## config.mk

```make
export PLATFORM = sky130hd
export DESIGN_NAME = apsp_seq
export DESIGN_NICKNAME = d
export VERILOG_FILES = /design/src/rtl/apsp_pkg.sv /design/src/rtl/apsp_debounce.sv /design/src/rtl/apsp_seq.sv
export VERILOG_INCLUDE_DIRS = /design/src /design/src/rtl
export SDC_FILE = /design/constraint.sdc
export NUM_CORES = 1
export LEC_CHECK = 0
export BUFFER_PORTS_ARGS = -buffer_cell sky130_fd_sc_hd__buf_2
export CELL_PAD_IN_SITES_DETAIL_PLACEMENT = 1
export CELL_PAD_IN_SITES_GLOBAL_PLACEMENT = 2
export CORE_MARGIN = 1.5
export CORE_UTILIZATION = 39
export CTS_BUF_LIST = sky130_fd_sc_hd__clkbuf_8
export DETAILED_ROUTE_END_ITERATION = 7
export MAX_ROUTING_LAYER = met4
export PLACE_DENSITY = 0.8
export SKIP_LAST_GASP = 1
export SLEW_MARGIN = 20
export SYNTH_ARGS = -nofsm -noshare
export SYNTH_HDL_FRONTEND = slang
export SYNTH_SLANG_ARGS = --single-unit
```

## constraint.sdc

```tcl
create_clock -name clk_sys -period 2.4 [get_ports clk_sys]
set_input_delay 0.48 -clock clk_sys [delete_from_list [all_inputs] [get_ports clk_sys]]
set_output_delay 0.48 -clock clk_sys [all_outputs]
set_load 0.02 [all_outputs]
```

## src/rtl/apsp_params.svh

```systemverilog
`ifndef APSP_PARAMS_SVH
`define APSP_PARAMS_SVH

// Strap enable bit position in the feature configuration byte
`define APSP_STRAP_BIT          4
// Standby memory gate control bit of the power-management function register
`define APSP_PM_FUNC_REG        8'he4
`define APSP_MEMGATE_BIT        4
// Reset values
`define APSP_MEMGATE_EN_RST     1'b0
`define APSP_SUPPLY_PG_EN_RST   1'b1
// Debounce time in ms, clock period in ps
`define APSP_DEBOUNCE_MS        32
`define APSP_CLK_PERIOD_PS      5000
`define APSP_DEBOUNCE_CYCLES    ((`APSP_DEBOUNCE_MS * 64'd1000000000 + \
                                  `APSP_CLK_PERIOD_PS - 1) / `APSP_CLK_PERIOD_PS)

`endif

```

## src/rtl/apsp_pkg.sv

```systemverilog
package apsp_pkg;

    typedef enum logic [2:0] {
        APSP_ST_STRAP = 3'h1,
        APSP_ST_RUN   = 3'h2,
        APSP_ST_OFF   = 3'h4
    } apsp_mode_t;

endpackage : apsp_pkg

```

## src/rtl/apsp_debounce.sv

```systemverilog
`timescale 1ns/1ps
`include "apsp_params.svh"

module apsp_debounce #(
    parameter int unsigned CYCLES = 32'(`APSP_DEBOUNCE_CYCLES)
) (
    input  wire logic clk_sys,
    input  wire logic rst_n,
    input  wire logic raw_in,
    output logic      clean_out
);

    typedef struct packed {
        logic        level;
        logic [31:0] count;
    } apsp_db_state_t;

    apsp_db_state_t st_reg;
    apsp_db_state_t st_next;

    always_comb
    begin
        st_next = st_reg;
        if (raw_in == st_reg.level)
            st_next.count = 32'h0;
        else if (st_reg.count >= CYCLES - 32'd1)
        begin
            st_next.level = raw_in;
            st_next.count = 32'h0;
        end
        else
            st_next.count = st_reg.count + 32'd1;
    end

    always_ff @(posedge clk_sys or negedge rst_n)
    begin
        if (!rst_n)
            st_reg <= '{level: 1'b1, count: 32'h0};
        else
            st_reg <= st_next;
    end

    assign clean_out = st_reg.level;

    // Level may only move after a full stable run
    level_hold_a: assert property (@(posedge clk_sys) disable iff (!rst_n) // see RULE_02
        $changed(st_reg.level) |-> $past(st_reg.count) == CYCLES - 32'd1)
        else $error("debounced level changed early");

endmodule : apsp_debounce

```

## src/rtl/apsp_seq.sv

```systemverilog
`timescale 1ns/1ps
`include "apsp_params.svh"

// Overview of operation
// RULE_01: During standby reset, pull strap low and latch it as feature enable bit 4.
// RULE_02: Reset button change is accepted only after 32 ms stable.
// RULE_03: Memory gate routes standby power to memory in S3 when control bit set.
// RULE_04: Memory gate control starts disabled after reset.
// RULE_05: Second power-good asserts open-drain once main supply is present.
// RULE_06: Supply power-good input feeds both power-good outputs; enabled by default.
// RULE_07: Chipset drives the S5 sleep indication on the shared sleep pin.
// RULE_08: Shared pin A selects general I/O or open-drain watchdog output.
// RULE_09: Shared pin B selects general I/O or suspend LED output.
// RULE_10: With strap clear, pins stay general I/O and sequencing outputs idle; here pins A and B still follow sel_watchdog and sel_suspend_led.
module apsp_seq #(
    parameter int unsigned DEBOUNCE_CYCLES = 32'(`APSP_DEBOUNCE_CYCLES)
) (
    input  wire logic clk_sys,
    input  wire logic rst_n,
    input  wire logic standby_resume_reset,
    input  wire logic pm_feature_strap_in,
    output logic      pm_feature_strap_pull_oe,
    output logic      pm_feature_strap,
    input  wire logic memgate_ctrl_wr,
    input  wire logic memgate_ctrl_data,
    input  wire logic supply_pg_en_wr,
    input  wire logic supply_pg_en_data,
    input  wire logic s3_sleep_in_n,
    input  wire logic s5_sleep_in_n,
    input  wire logic main_supply_present,
    input  wire logic supply_power_good_in,
    input  wire logic front_panel_reset_in_n,
    output logic      front_panel_reset_clean_n,
    output logic      standby_mem_gate_n,
    output logic      power_good_out_oe,
    output logic      second_power_good_out_oe,
    input  wire logic sel_watchdog,
    input  wire logic watchdog_timeout_n,
    input  wire logic gio_a_out,
    input  wire logic gio_a_oe,
    output logic      shared_general_io_a_oe,
    input  wire logic sel_suspend_led,
    input  wire logic suspend_led_on,
    input  wire logic gio_b_out,
    input  wire logic gio_b_oe,
    output logic      shared_general_io_b_out,
    output logic      shared_general_io_b_oe,
    output logic      s5_sleep_active
);

    typedef struct packed {
        apsp_pkg::apsp_mode_t mode;
        logic                 strap;
        logic                 memgate_en;
        logic                 pg_en;
        logic                 strap_pull;
        logic                 memgate_n;
        logic                 pg_oe;
        logic                 pg2_oe;
        logic                 fpr_n;
        logic                 io_a_oe;
        logic                 io_b_out;
        logic                 io_b_oe;
        logic                 s5_act;
    } apsp_state_t;

    apsp_state_t st_reg;
    apsp_state_t st_next;
    logic        fpr_clean;
    logic        pg_good;

    apsp_debounce #(
        .CYCLES (DEBOUNCE_CYCLES)
    ) u_fpr_db (
        .clk_sys   (clk_sys),
        .rst_n     (rst_n),
        .raw_in    (front_panel_reset_in_n),
        .clean_out (fpr_clean)
    );

    // Supply good is only trusted while the input function is enabled
    assign pg_good = st_reg.pg_en ? supply_power_good_in : 1'b1; // see RULE_06

    always_comb
    begin
        st_next = st_reg;
        unique case (st_reg.mode)
            apsp_pkg::APSP_ST_STRAP:
            begin
                st_next.strap_pull = 1'b1; // see RULE_01
                st_next.strap      = pm_feature_strap_in; // see RULE_01
                if (!standby_resume_reset)
                    st_next.mode = pm_feature_strap_in ? apsp_pkg::APSP_ST_RUN
                                                       : apsp_pkg::APSP_ST_OFF;
            end
            apsp_pkg::APSP_ST_RUN,
            apsp_pkg::APSP_ST_OFF:
            begin
                // Pull must stand from the first STRAP cycle, one cycle after standby reset rises
                st_next.strap_pull = standby_resume_reset; // see RULE_01
                if (standby_resume_reset)
                    st_next.mode = apsp_pkg::APSP_ST_STRAP;
            end
            default: st_next.mode = apsp_pkg::APSP_ST_STRAP;
        endcase
        if (memgate_ctrl_wr)
            st_next.memgate_en = memgate_ctrl_data; // see RULE_03
        if (supply_pg_en_wr)
            st_next.pg_en = supply_pg_en_data;
        if (standby_resume_reset)
        begin
            st_next.memgate_en = `APSP_MEMGATE_EN_RST; // see RULE_04
            st_next.pg_en      = `APSP_SUPPLY_PG_EN_RST; // see RULE_06
        end
        // Sequencing outputs idle unless the strap enabled the feature set
        if (st_reg.mode == apsp_pkg::APSP_ST_RUN)
        begin
            st_next.memgate_n = !(st_reg.memgate_en && !s3_sleep_in_n); // see RULE_03
            st_next.pg_oe     = !(main_supply_present && pg_good); // see RULE_06
            st_next.pg2_oe    = !(main_supply_present && pg_good); // see RULE_05
            st_next.fpr_n     = fpr_clean; // see RULE_02
            st_next.s5_act    = !s5_sleep_in_n; // see RULE_07
        end
        else
        begin
            st_next.memgate_n = 1'b1; // see RULE_10
            st_next.pg_oe     = 1'b1;
            st_next.pg2_oe    = 1'b1;
            st_next.fpr_n     = 1'b1;
            st_next.s5_act    = 1'b0;
        end
        // Pin A open-drain: only ever pulls low; pin B drives both out and oe
        st_next.io_a_oe = sel_watchdog ? !watchdog_timeout_n // see RULE_08
                                       : (gio_a_oe && !gio_a_out);
        st_next.io_b_out = sel_suspend_led ? suspend_led_on : gio_b_out; // see RULE_09
        st_next.io_b_oe  = sel_suspend_led ? 1'b1 : gio_b_oe; // see RULE_09
    end

    always_ff @(posedge clk_sys or negedge rst_n)
    begin
        if (!rst_n)
            st_reg <= '{mode: apsp_pkg::APSP_ST_STRAP, strap: 1'b0,
                        memgate_en: `APSP_MEMGATE_EN_RST, pg_en: `APSP_SUPPLY_PG_EN_RST,
                        strap_pull: 1'b1, memgate_n: 1'b1, pg_oe: 1'b1, pg2_oe: 1'b1,
                        fpr_n: 1'b1, io_a_oe: 1'b0, io_b_out: 1'b0, io_b_oe: 1'b0,
                        s5_act: 1'b0};
        else
            st_reg <= st_next;
    end

    assign pm_feature_strap_pull_oe  = st_reg.strap_pull;
    assign pm_feature_strap          = st_reg.strap;
    assign front_panel_reset_clean_n = st_reg.fpr_n;
    assign standby_mem_gate_n        = st_reg.memgate_n;
    assign power_good_out_oe         = st_reg.pg_oe;
    assign second_power_good_out_oe  = st_reg.pg2_oe;
    assign shared_general_io_a_oe    = st_reg.io_a_oe;
    assign shared_general_io_b_out   = st_reg.io_b_out;
    assign shared_general_io_b_oe    = st_reg.io_b_oe;
    assign s5_sleep_active           = st_reg.s5_act;

    strap_latch_a: assert property (@(posedge clk_sys) disable iff (!rst_n) // see RULE_01
        (st_reg.mode == apsp_pkg::APSP_ST_STRAP) |=> pm_feature_strap == $past(pm_feature_strap_in))
        else $error("strap not captured during standby reset");

    strap_pull_a: assert property (@(posedge clk_sys) disable iff (!rst_n) // see RULE_01
        standby_resume_reset |=> pm_feature_strap_pull_oe)
        else $error("strap pull missing in standby reset");

    memgate_s3_a: assert property (@(posedge clk_sys) disable iff (!rst_n) // see RULE_03
        (st_reg.mode == apsp_pkg::APSP_ST_RUN && st_reg.memgate_en && !s3_sleep_in_n)
        |=> !standby_mem_gate_n)
        else $error("memory gate not driven in S3");

    memgate_rst_a: assert property (@(posedge clk_sys) disable iff (!rst_n) // see RULE_04
        standby_resume_reset |=> !st_reg.memgate_en)
        else $error("memory gate control not cleared");

    pg2_on_a: assert property (@(posedge clk_sys) disable iff (!rst_n) // see RULE_05
        (st_reg.mode == apsp_pkg::APSP_ST_RUN && main_supply_present && pg_good)
        |=> !second_power_good_out_oe)
        else $error("second power good not released");

    pg_follow_a: assert property (@(posedge clk_sys) disable iff (!rst_n) // see RULE_06
        (st_reg.pg_en && !supply_power_good_in) |=> power_good_out_oe && second_power_good_out_oe)
        else $error("power good ignores supply input");

    wdt_pin_a: assert property (@(posedge clk_sys) disable iff (!rst_n) // see RULE_08
        (sel_watchdog && !watchdog_timeout_n) |=> shared_general_io_a_oe)
        else $error("watchdog output not driven");

    led_pin_a: assert property (@(posedge clk_sys) disable iff (!rst_n) // see RULE_09
        sel_suspend_led |=> shared_general_io_b_oe && shared_general_io_b_out == $past(suspend_led_on))
        else $error("suspend led not routed");

    strap_off_a: assert property (@(posedge clk_sys) disable iff (!rst_n) // see RULE_10
        (st_reg.mode == apsp_pkg::APSP_ST_OFF) |=> standby_mem_gate_n && !s5_sleep_active)
        else $error("outputs active with strap clear");

endmodule : apsp_seq

```

# == Yosys cells after proc, flatten, opt, wreduce, memory -nomap -nowiden ==
# Index checks and enable logic that the tools add are counted.
# word_totals
regBits,48
latchBits,0
mem_bits_rw,0
rom_bits,0
input_bits,21
out_inout_bits,10
word_cells,55
memories,0
# op_classes
addsub,1
multipliers,0
div_mod_pow,0
n_lt_le_gt_ge,1
eq_ne,6
shifts,0
mux,16
bitwise,1
reduce_logical,15
# op_table
operator,count
32-bit two-way mux,2
"32-bit by 1-bit adder with 32-bit output, second input constant",1
"32-bit by 23-bit >= comparator with 1-bit output, second input constant",1
3-bit two-way mux,3
1-bit two-way mux,7
1-bit zero test,6
3-bit case mux with 2 select lines,1
2-bit nonzero test,3
4-bit two-way mux,1
"2-bit inequality test, second input constant",2
2-bit AND reduction,2
"3-bit by 1-bit == test with 1-bit output, second input constant",1
"3-bit by 2-bit == test with 1-bit output, second input constant",1
"3-bit == test, second input constant",1
1-bit logical AND,3
2-bit two-way mux,1
1-bit case mux with 2 select lines,1
2-bit OR reduction,1
1-bit == test,1
1-bit NOT,1

# == Logic depth before layout (Yosys ltp) ==
# depth
ltp_word,4
depth_mapped,6
depth_no_buf,5

# == Hierarchy ==
# A second synthesis with hierarchy kept.
# unflattened
hier_cells,185
hier_area_um2,2089.5
# modules_own_cells
mod,n_inst,cells_each,area_per_inst_um2,seq_area_each_um2
apsp_debounce,1,136,1500.2,827.0
apsp_seq,1,49,589.3,357.8

# == Worst setup path before layout ==
# Ideal clock, no wire load.
# synth_timing
path_type,flip-flop to flip-flop
from,register u_fpr_db.st_reg[12] (netlist name)
to,register u_fpr_db.st_reg[10] (netlist name)
setup_ns,0.138
t_arrival_ns,1.889
required_time_ns,2.262
slack_ns,0.373
path_stages_with_launch,6
n_path_buf,1
period_less_slack_ns,2.027
cell_sequence,dfrtp_1 -> or4b_1 -> or4_4 -> a21oi_4 -> buf_2 -> nor4_1
# synth_lines
element,line,rtl
start: declaration,apsp_debounce.sv:18,apsp_db_state_t st_reg;
start signal: assignment,apsp_debounce.sv:38,"st_reg <= '{level: 1'b1, count: 32'h0};"
start signal: assignment,apsp_debounce.sv:40,st_reg <= st_next;

==> flow_summary_export.csv <==
group,metric,value,unit
placed_design,gp_congestion,0.798,
worst_setup_path,slowest_stage,"a2111oi_1",
logic_synthesis,ys_seq_area_share,52.8,%
logic_synthesis,synth_enable_flop_cells,0,
placed_design,place_area,2530,sq um
timing,final_hold_viol_count,0,
floorplan,fp.coreArea,5540,sq um
worst_setup_path,timing.critical_path.arrival,2400,ps
logic_synthesis,avgSynthCellArea,11.2,sq um
floorplan,top_level_ports,31,
cells_and_area,post_layout_nets,263,
power,pwr-share-comb,9.4,%
floorplan,die_h,78.8,um
clocking,clock_path_buffers,2,
clocking,clock_tree.root_cell,"clkbuf_8",
detailed_routing,ant_nets,0,
worst_setup_path,setup.worst_path.end_class,"flop",
clocking,cts.hold.buffers_added,0,
power,post-layout-total-power,1620,uW
logic_synthesis,synth_flop_cell,"dfrtp_1",
detailed_routing,route.detailed.wl_per_inst,15.4,um
placed_design,placement.io_buffers,30,
logic_synthesis,async_reset_ff_share,100,%
logic_synthesis,yosys_cell_types,47,
worst_setup_path,cp.buffers_inverters,0,
status,outcome,"finished, final reports clean",
run,maxCapViolations,0,
clocking,clock-sinks,47,
worst_setup_path,required,2560,ps
detailed_routing,viasPerCell,5.46,
timing,tightest_slew,775,ps
detailed_routing,dr_total_vias,1715,
logic_synthesis,mappedNetlistArea,2240,sq um
worst_setup_path,critical_path_class,"flop to flop",
logic_synthesis,yosys_warnings,0,
power,netSwitchingFraction,25.3,%
logic_synthesis,ys_top_cells_by_count,"dfrtp_1, nor4_1, xnor2_1",
logic_synthesis,netlist_top_cells_area,"dfrtp_1, dfstp_2, nor4_1",
power,ir_worst_vdd,385,uV
cells_and_area,postLayoutCellArea,2650,sq um
clocking,number_of_post_cts_setup_repair_buffers,0,
global_routing,grt_antenna_before_repair,0,
timing,worst_slew_margin_rel,48.3,%
power,power_frac_seq,53.3,%
detailed_routing,drt-total-wl,4820,um
cells_and_area,layout.filler_cells,637,
cells_and_area,syn_to_final_growth,18.2,%
timing,final.period_utilization,93.6,%
cells_and_area,antenna_cells_inserted,0,
logic_synthesis,postSynthRegisterBits,47,
placed_design,dp_cells,306,
worst_setup_path,critical-path-max-stage-delay,510,ps
cells_and_area,post_route_cells_drive_above_1_share,28.9,%
timing,fin_worst_hold_slack,237,ps
timing,maxSlewViolCount,0,
timing,finClkSkew,10.0,ps
cells_and_area,layoutNonFillerInstCount,314,
logic_synthesis,synth_most_common_cell,"dfrtp_1",
detailed_routing,drt_first_iter_violations,67,
cells_and_area,largest_register_ffs,32,
timing,final_total_negative_setup_slack,0,ps
logic_synthesis,synthCells,200,
clocking,tritoncts,"done",
clocking,cts_resized,0,
placed_design,detailed_place_hpwl,3410,um
power,static-leakage-power,0.00104,uW
logic_synthesis,yosys.area.top_type,"dfrtp_1",
power,clkPwrFrac,37.3,%
power,cellPowerDensity,611,nW/um^2
global_routing,globalRouteOverflowTotal,0,
worst_setup_path,cp-start-kind,"flop",
floorplan,start_util,40.5,%
worst_setup_path,critPathMaxFanout,6,
power,internal_power,1210,uW
clocking,clk-insertion-delay-late,310,ps
worst_setup_path,path_cells,"ha_1 -> nand4_1 -> nor4_4 -> or3b_2 -> a2111oi_1",
global_routing,first_global_vias,1772,
floorplan,core.rowCount,27,
logic_synthesis,synthDominantCellAreaShare,44.6,%
global_routing,globalRouteTotalUtil,17.9,%
clocking,number_of_cts_inserted_buffers,5,
timing,final.min_clock_period,2250,ps
detailed_routing,drt-pass1-iter-count,4,
global_routing,grt_pass1_wl,8470,um
clocking,htreeDepth,2,
timing,final-setup-viol-count,0,
power,switchingPower,410,uW
floorplan,die_x,78.8,um
floorplan,die_area,6210,sq um
detailed_routing,remaining_drc_errors,0,
clocking,clk_transition_reported_paths,90,ps
worst_setup_path,timing.critical_path.max_delay_family,"simple AND/OR/NAND/NOR gates",
global_routing,largest_net_degree_at_the_start_of_global_routing,34,
hold_path,worst_hold_check_path_type,"input port to async pin",
timing,achievable-frequency,445,MHz
-- worst paths after layout --
| kind | startpoint | cells after the start | to | slack [ps] |
|---|---|---|---|---|
| worst max-delay path | u_fpr_db.st_reg[0]$_DFF_PN0_ | 5 | u_fpr_db.st_reg[18]$_DFF_PN0_ | 150 |
| worst min-delay path | rst_n | 1 | u_fpr_db.st_reg[19]$_DFF_PN0_ | 240 |
| worst max register to register | u_fpr_db.st_reg[0]$_DFF_PN0_ | 5 | u_fpr_db.st_reg[18]$_DFF_PN0_ | 150 |
| worst min register to register | st_reg[10]$_DFFE_PN0P_ | 1 | standby_mem_gate_n$_DFF_PN1_ | 430 |
| max in group asynchronous | rst_n | 2 | u_fpr_db.st_reg[26]$_DFF_PN0_ | 1550 |
| min in group clk_sys | main_supply_present | 2 | second_power_good_out_oe$_DFF_PN1_ | 300 |
-- cell families (layout without fill, tap and decap cells) --
group | Yosys count | after routing | synth area share (%)
and+or+nand+nor | 89 | 89 | 24.7
buffers and inverters | 16 | 50 | 3.18
other | 1 | 9 | 0.167
xor gates and xnor gates | 15 | 15 | 5.86
muxes | 6 | 6 | 2.79
adders and majority gates | 1 | 1 | 0.558
DFF | 47 | 47 | 52.8
AOI/OAI and AO/OA | 25 | 25 | 9.93
-- layout by cell type (no fill, tap or decap), drive strengths merged, types with 2 or more instances in the layout --
master | Yosys | routed
or3b | 2 | 2
buf | 5 | 37
a211oi | 2 | 2
mux2 | 2 | 2
nand4 | 8 | 8
nor3 | 11 | 11
a2111oi | 7 | 7
dfrtp | 40 | 40
dfstp | 7 | 7
nand3 | 12 | 12
or4 | 3 | 3
mux2i | 4 | 4
or3 | 4 | 4
nand3b | 3 | 3
nor4 | 21 | 21
nand2b | 2 | 2
clkbuf | 6 | 5
xor2 | 3 | 3
nor2 | 7 | 7
and3 | 2 | 2
a21oi | 2 | 2
o21ai | 7 | 7
nand2 | 10 | 10
xnor2 | 12 | 12
conb | 1 | 9
inv | 5 | 6
-- through the flow --
step | utilization [%] | setup WS (ps)
2_1_floorplan | - | 373
3_3_place_gp | 45.7 | 250
5_1_grt | 47.8 | -3.61
4_1_cts | 47.8 | 94.2
3_5_place_dp | 45.7 | 117
6_report | 47.8 | 153
-- per-layer routing --
metal | up-vias | track usage (%) | wire (um)
li1 | 829 | - | -
met1 | 860 | 23.5 | 2310
met2 | 19 | 27.6 | 2300
met3 | 7 | 4.71 | 145
met4 | 0 | 4.74 | 59
met5 | - | - | 0
-- power groups by stage --
stage | clock (uW) | sequential, uW | combinational, uW
final | 603 | 863 | 152
after global routing | 652 | 871 | 171
after CTS | 620 | 864 | 155
after detailed placement | 0 | 879 | 155
after global placement | 0 | 877 | 150
after floorplan | 0 | 883 | 76.6
-- cell type report --
cell class | count | area, sq um | share of cell area (%)
sequential | 47 | 1180 | 44.7
clock inverter | 3 | 47.5 | 1.79
inverter | 5 | 18.8 | 0.708
timing repair buffer | 37 | 215 | 8.12
tap | 72 | 90.1 | 3.40
clock buffer | 5 | 68.8 | 2.60
multi-input combinational | 145 | 1020 | 38.7
No activity file was read; power rests on OpenSTA's default activity.
